File: config.mk
export PLATFORM = sky130hd
export DESIGN_NAME = bcr_regs
export DESIGN_NICKNAME = d
export VERILOG_FILES = /design/src/rtl/bcr_pkg.sv /design/src/rtl/bcr_step_timer.sv /design/src/rtl/bcr_regs.sv
export SDC_FILE = /design/constraint.sdc
export NUM_CORES = 1
export LEC_CHECK = 0
export BUFFER_PORTS_ARGS = -buffer_cell sky130_fd_sc_hd__buf_2
export CORE_MARGIN = 5
export CORE_UTILIZATION = 51
export CTS_CLUSTER_SIZE = 14
export DETAILED_ROUTE_END_ITERATION = 12
export PLACE_DENSITY = 0.82
export SLEW_MARGIN = 10
export SYNTH_ARGS = -nofsm -noshare
export SYNTH_HDL_FRONTEND = slang
export SYNTH_SLANG_ARGS = --single-unit
File: constraint.sdc
create_clock -name clk -period 1.7 [get_ports clk]
set_clock_uncertainty 0.2 [all_clocks]
set_input_delay 0.17 -clock clk [delete_from_list [all_inputs] [get_ports clk]]
set_output_delay 0.17 -clock clk [all_outputs]
set_load 0.05 [all_outputs]
File: src/rtl/bcr_pkg.sv
// Package with register layout, reset loading and carrier types for the buck control register bank
package bcr_pkg;

    // Register count and widths
    localparam int REG_COUNT = 7;
    localparam int REG_WIDTH = 8;
    localparam int ADDR_WIDTH = 3;

    // Register indices within the bank (no offsets are printed, so these are local)
    localparam logic [2:0] IDX_BUCK_ONE_B_CONFIG = 3'h0;
    localparam logic [2:0] IDX_BUCK_TWO_VOLTAGE = 3'h1;
    localparam logic [2:0] IDX_BUCK_TWO_STANDBY_VOLTAGE = 3'h2;
    localparam logic [2:0] IDX_BUCK_TWO_SLEEP_VOLTAGE = 3'h3;
    localparam logic [2:0] IDX_BUCK_TWO_MODE = 3'h4;
    localparam logic [2:0] IDX_BUCK_TWO_CONFIG = 3'h5;
    localparam logic [2:0] IDX_BUCK_THREE_VOLTAGE = 3'h6;

    // Implemented-bit masks per register kind
    localparam logic [7:0] MASK_CONFIG = 8'h7D;
    localparam logic [7:0] MASK_VOLT_RANGE = 8'h3F;
    localparam logic [7:0] MASK_VOLT = 8'h1F;
    localparam logic [7:0] MASK_MODE = 8'h2F;

    // Field positions in configuration registers
    localparam int CONF_STEP_RATE_BIT = 6;
    localparam int CONF_PHASE_LSB = 4;
    localparam int CONF_FREQ_LSB = 2;
    localparam int CONF_ILIM_BIT = 0;

    // Field positions in voltage and mode registers
    localparam int VOLT_CODE_LSB = 0;
    localparam int VOLT_RANGE_BIT = 5;
    localparam int MODE_OFF_SLEEP_BIT = 5;
    localparam int MODE_SWITCH_LSB = 0;

    // Value of the whole bank while the configuration memory has not yet delivered
    localparam logic [7:0] RESET_VALUE = 8'h00;

    // Timing of one voltage step in each stepping rate, in ns, and clock period
    localparam int CLK_PERIOD_NS = 100;
    localparam int STEP_FAST_NS = 2000;
    localparam int STEP_SLOW_NS = 4000;
    localparam int STEP_FAST_CYCLES = (STEP_FAST_NS + CLK_PERIOD_NS - 1) / CLK_PERIOD_NS;
    localparam int STEP_SLOW_CYCLES = (STEP_SLOW_NS + CLK_PERIOD_NS - 1) / CLK_PERIOD_NS;

    // Loader state
    typedef enum logic [1:0] {
        BCR_LOAD_WAIT,
        BCR_LOAD_RUN,
        BCR_LOAD_DONE
    } bcr_load_e;

    // Configuration fields driven to one buck's power stage
    typedef struct packed {
        logic step_rate;
        logic [1:0] phase_sel;
        logic [1:0] freq_sel;
        logic current_limit;
    } bcr_conf_s;

    // Voltage fields of one buck's voltage register
    typedef struct packed {
        logic range_high;
        logic [4:0] code;
    } bcr_volt_s;

    // Host register access request
    typedef struct packed {
        logic wr;
        logic rd;
        logic [2:0] addr;
        logic [7:0] wdata;
    } bcr_req_s;

endpackage

File: src/rtl/bcr_step_timer.sv
// Stepping timer pacing one dynamic voltage step per selected interval
`timescale 1ns/1ps
`default_nettype none

module bcr_step_timer
(
    // Clock and reset
    input wire logic clk,
    input wire logic resetn,
    // Control
    input wire logic slow_rate,
    // Step pulse out
    output logic step_tick
);

    // Cycle counter of the current interval
    logic [7:0] count;
    // Last count of the interval for the selected rate
    logic [7:0] last_count;

    // Interval length follows the rate bit
    always_comb
    begin
        if (slow_rate)
            last_count = 8'(bcr_pkg::STEP_SLOW_CYCLES - 1);
        else
            last_count = 8'(bcr_pkg::STEP_FAST_CYCLES - 1);
    end

    // Free-running counter; a rate change mid interval restarts on overshoot
    always_ff @(posedge clk or negedge resetn)
    begin
        if (!resetn)
        begin
            count <= 8'h00;
            step_tick <= 1'b0;
        end
        else if (count >= last_count)
        begin
            count <= 8'h00;
            step_tick <= 1'b1;
        end
        else
        begin
            count <= count + 8'h01;
            step_tick <= 1'b0;
        end
    end

endmodule

`default_nettype wire

File: src/rtl/bcr_regs.sv
// Control register bank for the buck regulators, loaded from configuration memory
`timescale 1ns/1ps
`default_nettype none

// Behaviour
// - Config bit 6 picks 2 us or 4 us steps
// - Config bits 5:4 select switching clock phase
// - Config bits 3:2 select switching frequency
// - Config bit 0 picks 2.75 A or 2.0 A
// - Buck two normal register holds voltage code
// - Bit 5 of buck two voltages selects range
// - Buck two standby register holds standby code
// - Buck two sleep register holds sleep code
// - Mode bit 5 picks off or sleep
// - Mode bits 3:0 select switching mode
// - Buck three normal register holds voltage code
// - All registers readable and writable any time
// - Reset defaults come from configuration memory
module bcr_regs
(
    // Clock and reset
    input wire logic clk,
    input wire logic resetn,
    // Host register port
    input wire bcr_pkg::bcr_req_s host_req,
    output logic [7:0] host_rdata,
    output logic host_rvalid,
    // Configuration memory default feed
    input wire logic otp_valid,
    input wire logic [7:0] otp_data,
    output logic [2:0] otp_addr,
    output logic load_done,
    // Buck one B configuration outputs
    output var bcr_pkg::bcr_conf_s buck_one_b_conf,
    output logic buck_one_b_step_tick,
    // Buck two outputs
    output var bcr_pkg::bcr_volt_s buck_two_normal,
    output var bcr_pkg::bcr_volt_s buck_two_standby,
    output var bcr_pkg::bcr_volt_s buck_two_sleep,
    output logic buck_two_off_or_sleep,
    output logic [3:0] buck_two_switch_mode,
    output var bcr_pkg::bcr_conf_s buck_two_conf,
    output logic buck_two_step_tick,
    // Buck three outputs
    output logic [4:0] buck_three_code
);

    // Seven bytes stay in flops; too few to need a memory module
    // Register storage, one entry per index
    logic [7:0] regs [bcr_pkg::REG_COUNT];
    // Implemented-bit mask per index
    logic [7:0] mask [bcr_pkg::REG_COUNT];
    // Loader state and address
    bcr_pkg::bcr_load_e load_state;
    logic [2:0] load_addr;
    // Step pulses from the timers, registered once more below
    // Timers run freely, so pacing never waits on the host
    logic step_one_b;
    logic step_two;

    // Mask table per register kind
    // One table serves both the load path and the write path, so
    // unimplemented bits are cleared the same way on either
    always_comb
    begin
        mask[bcr_pkg::IDX_BUCK_ONE_B_CONFIG] = bcr_pkg::MASK_CONFIG;
        mask[bcr_pkg::IDX_BUCK_TWO_VOLTAGE] = bcr_pkg::MASK_VOLT_RANGE;
        mask[bcr_pkg::IDX_BUCK_TWO_STANDBY_VOLTAGE] = bcr_pkg::MASK_VOLT_RANGE;
        mask[bcr_pkg::IDX_BUCK_TWO_SLEEP_VOLTAGE] = bcr_pkg::MASK_VOLT_RANGE;
        mask[bcr_pkg::IDX_BUCK_TWO_MODE] = bcr_pkg::MASK_MODE;
        mask[bcr_pkg::IDX_BUCK_TWO_CONFIG] = bcr_pkg::MASK_CONFIG;
        mask[bcr_pkg::IDX_BUCK_THREE_VOLTAGE] = bcr_pkg::MASK_VOLT;
    end

    // Loader walks every index once after reset, taking one memory word per valid
    // Words must arrive in ascending index order, one per strobe
    always_ff @(posedge clk or negedge resetn)
    begin
        if (!resetn)
        begin
            load_state <= bcr_pkg::BCR_LOAD_WAIT;
            load_addr <= 3'h0;
        end
        else
        begin
            unique case (load_state)
                bcr_pkg::BCR_LOAD_WAIT:
                begin
                    // The first edge after release only arms the loader,
                    // so a word offered at that edge is ignored
                    load_state <= bcr_pkg::BCR_LOAD_RUN;
                end
                bcr_pkg::BCR_LOAD_RUN:
                begin
                    // Advance only when the memory hands over a word
                    if (otp_valid)
                    begin
                        if (load_addr == 3'(bcr_pkg::REG_COUNT - 1))
                            load_state <= bcr_pkg::BCR_LOAD_DONE;
                        else
                            load_addr <= load_addr + 3'h1;
                    end
                end
                bcr_pkg::BCR_LOAD_DONE:
                begin
                    // Parked until the next reset; defaults load once
                    load_state <= bcr_pkg::BCR_LOAD_DONE;
                end
                // The spare state code falls back to waiting
                default:
                begin
                    load_state <= bcr_pkg::BCR_LOAD_WAIT;
                end
            endcase
        end
    end

    // Loader status outputs
    // The memory address trails the pointer by one cycle; the memory
    // answers with the word for that index and raises its strobe
    always_ff @(posedge clk or negedge resetn)
    begin
        if (!resetn)
        begin
            load_done <= 1'b0;
            otp_addr <= 3'h0;
        end
        else
        begin
            load_done <= (load_state == bcr_pkg::BCR_LOAD_DONE);
            otp_addr <= load_addr;
        end
    end

    // One storage process per register; loader fills, host writes at any time
    // A host write beats a load word in the same cycle; the loader still overwrites an index it has not yet reached
    // Unimplemented bits are cleared on every path, so reads of them
    // always return zero
    for (genvar i = 0; i < bcr_pkg::REG_COUNT; i++)
    begin : g_reg
        always_ff @(posedge clk or negedge resetn)
        begin
            if (!resetn)
                regs[i] <= bcr_pkg::RESET_VALUE;
            else if (host_req.wr && host_req.addr == 3'(i))
                regs[i] <= host_req.wdata & mask[i];
            else if (load_state == bcr_pkg::BCR_LOAD_RUN && otp_valid && load_addr == 3'(i))
                regs[i] <= otp_data & mask[i];
        end
    end

    // Read port, one cycle latency; unmapped index reads zero
    // A read and a write to one index in one cycle return the old
    // contents, since the store lands at the same edge
    always_ff @(posedge clk or negedge resetn)
    begin
        if (!resetn)
        begin
            host_rdata <= 8'h00;
            host_rvalid <= 1'b0;
        end
        else
        begin
            host_rvalid <= host_req.rd;
            if (host_req.rd && host_req.addr < 3'(bcr_pkg::REG_COUNT))
                host_rdata <= regs[host_req.addr];
            else
                host_rdata <= 8'h00;
        end
    end

    // Buck one B configuration fields
    // Fields lag the register by one cycle; the power stage sees a
    // settled code, never a half-written byte
    always_ff @(posedge clk or negedge resetn)
    begin
        if (!resetn)
            buck_one_b_conf <= '0;
        else
        begin
            buck_one_b_conf.step_rate <= regs[bcr_pkg::IDX_BUCK_ONE_B_CONFIG][bcr_pkg::CONF_STEP_RATE_BIT];
            buck_one_b_conf.phase_sel <=
                regs[bcr_pkg::IDX_BUCK_ONE_B_CONFIG][bcr_pkg::CONF_PHASE_LSB +: 2];
            buck_one_b_conf.freq_sel <=
                regs[bcr_pkg::IDX_BUCK_ONE_B_CONFIG][bcr_pkg::CONF_FREQ_LSB +: 2];
            buck_one_b_conf.current_limit <= regs[bcr_pkg::IDX_BUCK_ONE_B_CONFIG][bcr_pkg::CONF_ILIM_BIT];
        end
    end

    // Buck two configuration fields
    // Same one-cycle lag as buck one B, so both stages update alike
    // after a host write
    always_ff @(posedge clk or negedge resetn)
    begin
        if (!resetn)
            buck_two_conf <= '0;
        else
        begin
            buck_two_conf.step_rate <= regs[bcr_pkg::IDX_BUCK_TWO_CONFIG][bcr_pkg::CONF_STEP_RATE_BIT];
            buck_two_conf.phase_sel <=
                regs[bcr_pkg::IDX_BUCK_TWO_CONFIG][bcr_pkg::CONF_PHASE_LSB +: 2];
            buck_two_conf.freq_sel <=
                regs[bcr_pkg::IDX_BUCK_TWO_CONFIG][bcr_pkg::CONF_FREQ_LSB +: 2];
            buck_two_conf.current_limit <= regs[bcr_pkg::IDX_BUCK_TWO_CONFIG][bcr_pkg::CONF_ILIM_BIT];
        end
    end

    // Buck two voltage codes and ranges for normal, standby and sleep
    // Range bit and code move at one edge, so the stage never sees
    // a new code against the old range
    always_ff @(posedge clk or negedge resetn)
    begin
        if (!resetn)
        begin
            buck_two_normal <= '0;
            buck_two_standby <= '0;
            buck_two_sleep <= '0;
        end
        else
        begin
            buck_two_normal.code <= regs[bcr_pkg::IDX_BUCK_TWO_VOLTAGE][bcr_pkg::VOLT_CODE_LSB +: 5];
            buck_two_standby.code <=
                regs[bcr_pkg::IDX_BUCK_TWO_STANDBY_VOLTAGE][bcr_pkg::VOLT_CODE_LSB +: 5];
            buck_two_sleep.code <=
                regs[bcr_pkg::IDX_BUCK_TWO_SLEEP_VOLTAGE][bcr_pkg::VOLT_CODE_LSB +: 5];
            // Each register carries its own range bit
            buck_two_normal.range_high <= regs[bcr_pkg::IDX_BUCK_TWO_VOLTAGE][bcr_pkg::VOLT_RANGE_BIT];
            buck_two_standby.range_high <=
                regs[bcr_pkg::IDX_BUCK_TWO_STANDBY_VOLTAGE][bcr_pkg::VOLT_RANGE_BIT];
            buck_two_sleep.range_high <=
                regs[bcr_pkg::IDX_BUCK_TWO_SLEEP_VOLTAGE][bcr_pkg::VOLT_RANGE_BIT];
        end
    end

    // Buck two mode fields
    // The switch mode code passes through undecoded; the power stage
    // owns its meaning
    always_ff @(posedge clk or negedge resetn)
    begin
        if (!resetn)
        begin
            buck_two_off_or_sleep <= 1'b0;
            buck_two_switch_mode <= 4'h0;
        end
        else
        begin
            // One means sleep after a turn-off event, zero means fully off
            buck_two_off_or_sleep <= regs[bcr_pkg::IDX_BUCK_TWO_MODE][bcr_pkg::MODE_OFF_SLEEP_BIT];
            buck_two_switch_mode <= regs[bcr_pkg::IDX_BUCK_TWO_MODE][bcr_pkg::MODE_SWITCH_LSB +: 4];
        end
    end

    // Buck three normal voltage code
    // Only the code field exists here; bit 5 carries no range
    always_ff @(posedge clk or negedge resetn)
    begin
        if (!resetn)
            buck_three_code <= 5'h00;
        else
            buck_three_code <= regs[bcr_pkg::IDX_BUCK_THREE_VOLTAGE][bcr_pkg::VOLT_CODE_LSB +: 5];
    end

    // Step pacing for buck one B, rate from its config bit
    // A rate change takes effect through the registered field, one
    // cycle after the write lands
    bcr_step_timer u_step_one_b
    (
        .clk(clk),
        .resetn(resetn),
        .slow_rate(buck_one_b_conf.step_rate),
        .step_tick(step_one_b)
    );

    // Step pacing for buck two
    bcr_step_timer u_step_two
    (
        .clk(clk),
        .resetn(resetn),
        .slow_rate(buck_two_conf.step_rate),
        .step_tick(step_two)
    );

    // Register the step pulses so outputs come from flip-flops
    // The extra stage costs one cycle of pulse latency; both ticks
    // share it, so their relative timing is kept
    always_ff @(posedge clk or negedge resetn)
    begin
        if (!resetn)
        begin
            buck_one_b_step_tick <= 1'b0;
            buck_two_step_tick <= 1'b0;
        end
        else
        begin
            buck_one_b_step_tick <= step_one_b;
            buck_two_step_tick <= step_two;
        end
    end

endmodule

`default_nettype wire

==> impl_summary.txt <==
----------------------------------------------------
[Status]
  Result of the run ... finished, violations left
  Failing checks ... negative setup slack

[Critical path]
  Data required time of the worst path ... 1.93 ns
  Crit-path max FO ... 8
  Element type at the critical path start ... flip-flop
  Crit. End Element ... flip-flop
  Arrival @ worst endpoint ... 1.97 ns
  Startpoint-to-endpoint class of the critical path ... reg -> reg

[STA]
  Final Hold Fails ... 0
  Number of pins exceeding their max-slew limit in the final report ... 0
  Setup repair after global routing missed its margin ... yes
  Period utilization ... 102%
  Setup violators final ... 4
  Final worst setup slack ... -0.0377 ns
  Time the worst path needs with I/O delays and setup ... 1.74 ns
  Worst-case hold slack ... 0.00858 ns
  Max-slew headroom ... 66.0%
  Max Clk Rate ... 575 MHz
  Transition time at the pin with the least slew margin ... 0.508 ns

[Power]
  Fraction of power consumed by the clock network ... 29.0%
  Share of power burned in combinational logic ... 35.2%
  Switching power total ... 4.94 mW
  Cell-internal power ... 7.45 mW
  Total Power Consumption ... 12.4 mW
  Share of power burned in registers ... 35.8%
  Switch share ... 39.9%
  Cell leakage power ... 3.32 nW
  Worst supply voltage drop on vdd ... 1.35 mV
  Power Dens Cells ... 1830 nW/um2

[Cells and area]
  FF+latch area ... 2930 um2
  Number of nets in the layout ... 557
  Leading cell type in the layout, fill and taps excluded ... dfrtp_1
  Area of the multi-input gates ... 2100 um2
  Leading cell types in the layout, fill and taps excluded ... dfrtp_1 (116), buf_2 (74), mux2i_1 (38)
  Final std cells w/o fill ... 663
  Relative area change from synthesis to final layout ... 35.4%
  Layout cells sized above 1 ... 37.7%
  Non-Filler Cell Area, Final ... 6770 um2
  Antenna diode count ... 0
  Final-layout fill cell count ... 630

[Die]
  I/O Pins ... 79
  Die H ... 109 um
  Die X-Extent ... 109 um
  Count of standard-cell rows ... 36
  Starting density of the core ... 51.6%
  Core region area ... 9680 um2
  DIE AREA ... 11900 um2

[Placed design]
  Placer Congestion ... 0.830
  Port buffer count ... 75
  Worst setup slack after placement ... -0.0966 ns
  Cell area reported after detailed placement ... 5700 um2
  Post-detailed-placement half-perimeter wirelength ... 8090 um
  Placed Instances ... 606

[CTS]
  Sinks on the clock net ... 117
  Clock buffer count from CTS ... 17
  CTS tree ... yes
  Reg clk slew, reported paths ... 0.06 ns
  Latest clock arrival within the worst-skew pair ... 0.53 ns
  H-tree depth ... 4
  Cell chosen for the clock root ... clkbuf_8
  Longest Clk Path Bufs ... 2

[Global route]
  All-layer global routing usage ... 22.6%
  Total grt overflow ... 0
  Number of antenna violations at the first check in global routing ... 0
  Vias in the first global route ... 3932
  Maximum number of pins on one net before global-route repair ... 44
  Wire length of the first global-routing pass ... 20300 um

[Route]
  Final routed DRC violation total ... 0
  Aggregate routed wire length ... 12700 um
  Drt via density ... 5.57
  Detailed Routing Iterations Pass 1 ... 4
  Total via count in the routed design ... 3693
  Final ANT Viol Nets ... 0
  DRT iter0 DRCs ... 271
  Wire length per cell ... 19.1 um

[Run]
  Max-cap violation count ... 0

[Logic synthesis]
  Mean post-synth cell area ... 12.9 um2
  Area of the mapped netlist ... 4990 um2
  Leading area contributor after synthesis ... dfrtp_1
  Flip-flop and latch count after synthesis ... 117
  Area fraction of the dominant cell type after synthesis ... 58.6%
  Seq/Total Area, Yosys ... 58.6%
  Synthesis Warnings ... 0
  Biggest area contributors in the synthesized netlist ... dfrtp_1 (59%), mux2i_1 (9.0%), ha_1 (4.0%), o21ai_0 (2.7%), nand2_1 (2.2%)
  Synthesized instance count ... 388
  Distinct cells, synth ... 45

[Hold path]
  Worst hold path class ... in -> async

----------------------------------------------------
[final cells by class]
type	count	share of cell area, %
timing repair buffer	130	13.8
tap	133	2.46
multi-input combinational	241	31.0
clock inverter	14	2.59
sequential	117	43.3
clock buffer	18	6.33
inverter	10	0.555
[per-layer routing]
metal | vias to the layer above | wire [um] | global-route usage (%)
li1 | 1650 | - | -
met1 | 1884 | 5000 | 27.7
met2 | 141 | 6700 | 38.9
met3 | 18 | 757 | 5.27
met4 | 0 | 216 | 7.94
met5 | - | 0 | 0
[Yosys cell counts (all sizes together)]
| cell | number |
|---|---|
| dfrtp | 117 |
| mux2i | 45 |
| o21ai | 34 |
| nand2 | 29 |
| buf | 21 |
| a21oi | 20 |
| nor2 | 18 |
| ha | 16 |
| a211oi | 10 |
| inv | 10 |
| nand3 | 7 |
| nand4b | 6 |
| or3 | 6 |
| a21o | 5 |
| a221oi | 5 |
| mux4 | 5 |
| mux2 | 4 |
| xor2 | 4 |
| a2bb2oi | 3 |
| nand4 | 3 |
| nor3b | 3 |
| xnor2 | 3 |
| a211o | 2 |
| and4bb | 2 |
| a221o | 1 |
| a31oi | 1 |
| and2b | 1 |
| and3 | 1 |
| clkbuf | 1 |
| conb | 1 |
| nand3b | 1 |
| nor2b | 1 |
| nor4b | 1 |
| nor4bb | 1 |
[final timing paths]
| kind | startpoint | to | slack [ns] | cells past startpoint |
|---|---|---|---|---|
| max in group asynchronous | resetn | regs[14]$_DFFE_PN0P_ | 0.38 | 3 |
| worst max-delay path | u_step_two.count[2]$_DFF_PN0_ | u_step_two.count[5]$_DFF_PN0_ | -0.04 | 4 |
| worst max register to register | u_step_two.count[2]$_DFF_PN0_ | u_step_two.count[5]$_DFF_PN0_ | -0.04 | 4 |
| min in group clk | host_req[8] | host_rdata[5]$_DFF_PN0_ | 0.01 | 3 |
| worst min register to register | u_step_two.step_tick$_DFF_PN0_ | buck_two_step_tick$_DFF_PN0_ | 0.15 | 0 |
| worst min-delay path | resetn | buck_one_b_step_tick$_DFF_PN0_ | 0.009 | 3 |
[kinds of logic (layout without fill, tap and decap cells)]
group	count (synthesis)	in the layout	synth area share [%]
adder cells (fa/ha/maj)	16	16	4.01
other	1	3	0.0751
multiplexers	54	54	12.3
flip-flops	117	117	58.6
AO/OA/AOI/OAI	81	81	10.0
buffers and inverters	32	172	4.03
AND/OR/NAND/NOR	80	80	9.69
XOR/XNOR	7	7	1.23
[power groups by stage]
| stage | registers [mW] | clock network, mW | logic (mW) |
|---|---|---|---|
| floorplan | 5.91 | 0 | 1.27 |
| global placement | 4.35 | 0 | 3.88 |
| detailed placement | 4.38 | 0 | 4.02 |
| CTS | 4.38 | 3.61 | 4.21 |
| global route | 4.55 | 3.77 | 4.64 |
| finish | 4.43 | 3.59 | 4.37 |
[stage by stage]
| stage | setup TNS, ns | util [%] |
|---|---|---|
| CTS | -0.309 | 68.5 |
| detailed placement | -0.962 | 58.9 |
| floorplan | 0 | - |
| global placement | -0.0466 | 58.9 |
| finish | -0.103 | 69.9 |
| global route | -1.13 | 69.9 |
[sequential cells by signal, summed over array words and instances, names as in the netlist, 5 cells and up]
| register | cells |
|---|---|
| buck_two_conf | 6 |
| buck_two_sleep | 6 |
| u_step_one_b.count | 8 |
| buck_three_code | 5 |
| buck_one_b_conf | 6 |
| u_step_two.count | 8 |
| buck_two_normal | 6 |
| regs | 40 |
| host_rdata | 7 |
| buck_two_standby | 6 |
[worst max-delay path, cell delays in order (launching register included)]
cell and delay [ns]:
dfrtp_1 0.42, ha_4 0.25, a211o_1 0.26, a21o_4 0.26, a221oi_2 0.26
[repair_timing]
action,4_1_cts,5_1_grt
hold endpoints to repair,167,0
pin swaps,12,22
hold buffers,21,0
resized for setup,22,34
cloned,1,0
buffers inserted,2,1
setup endpoints to repair,26,49
Power figures use the tool's default switching activity.
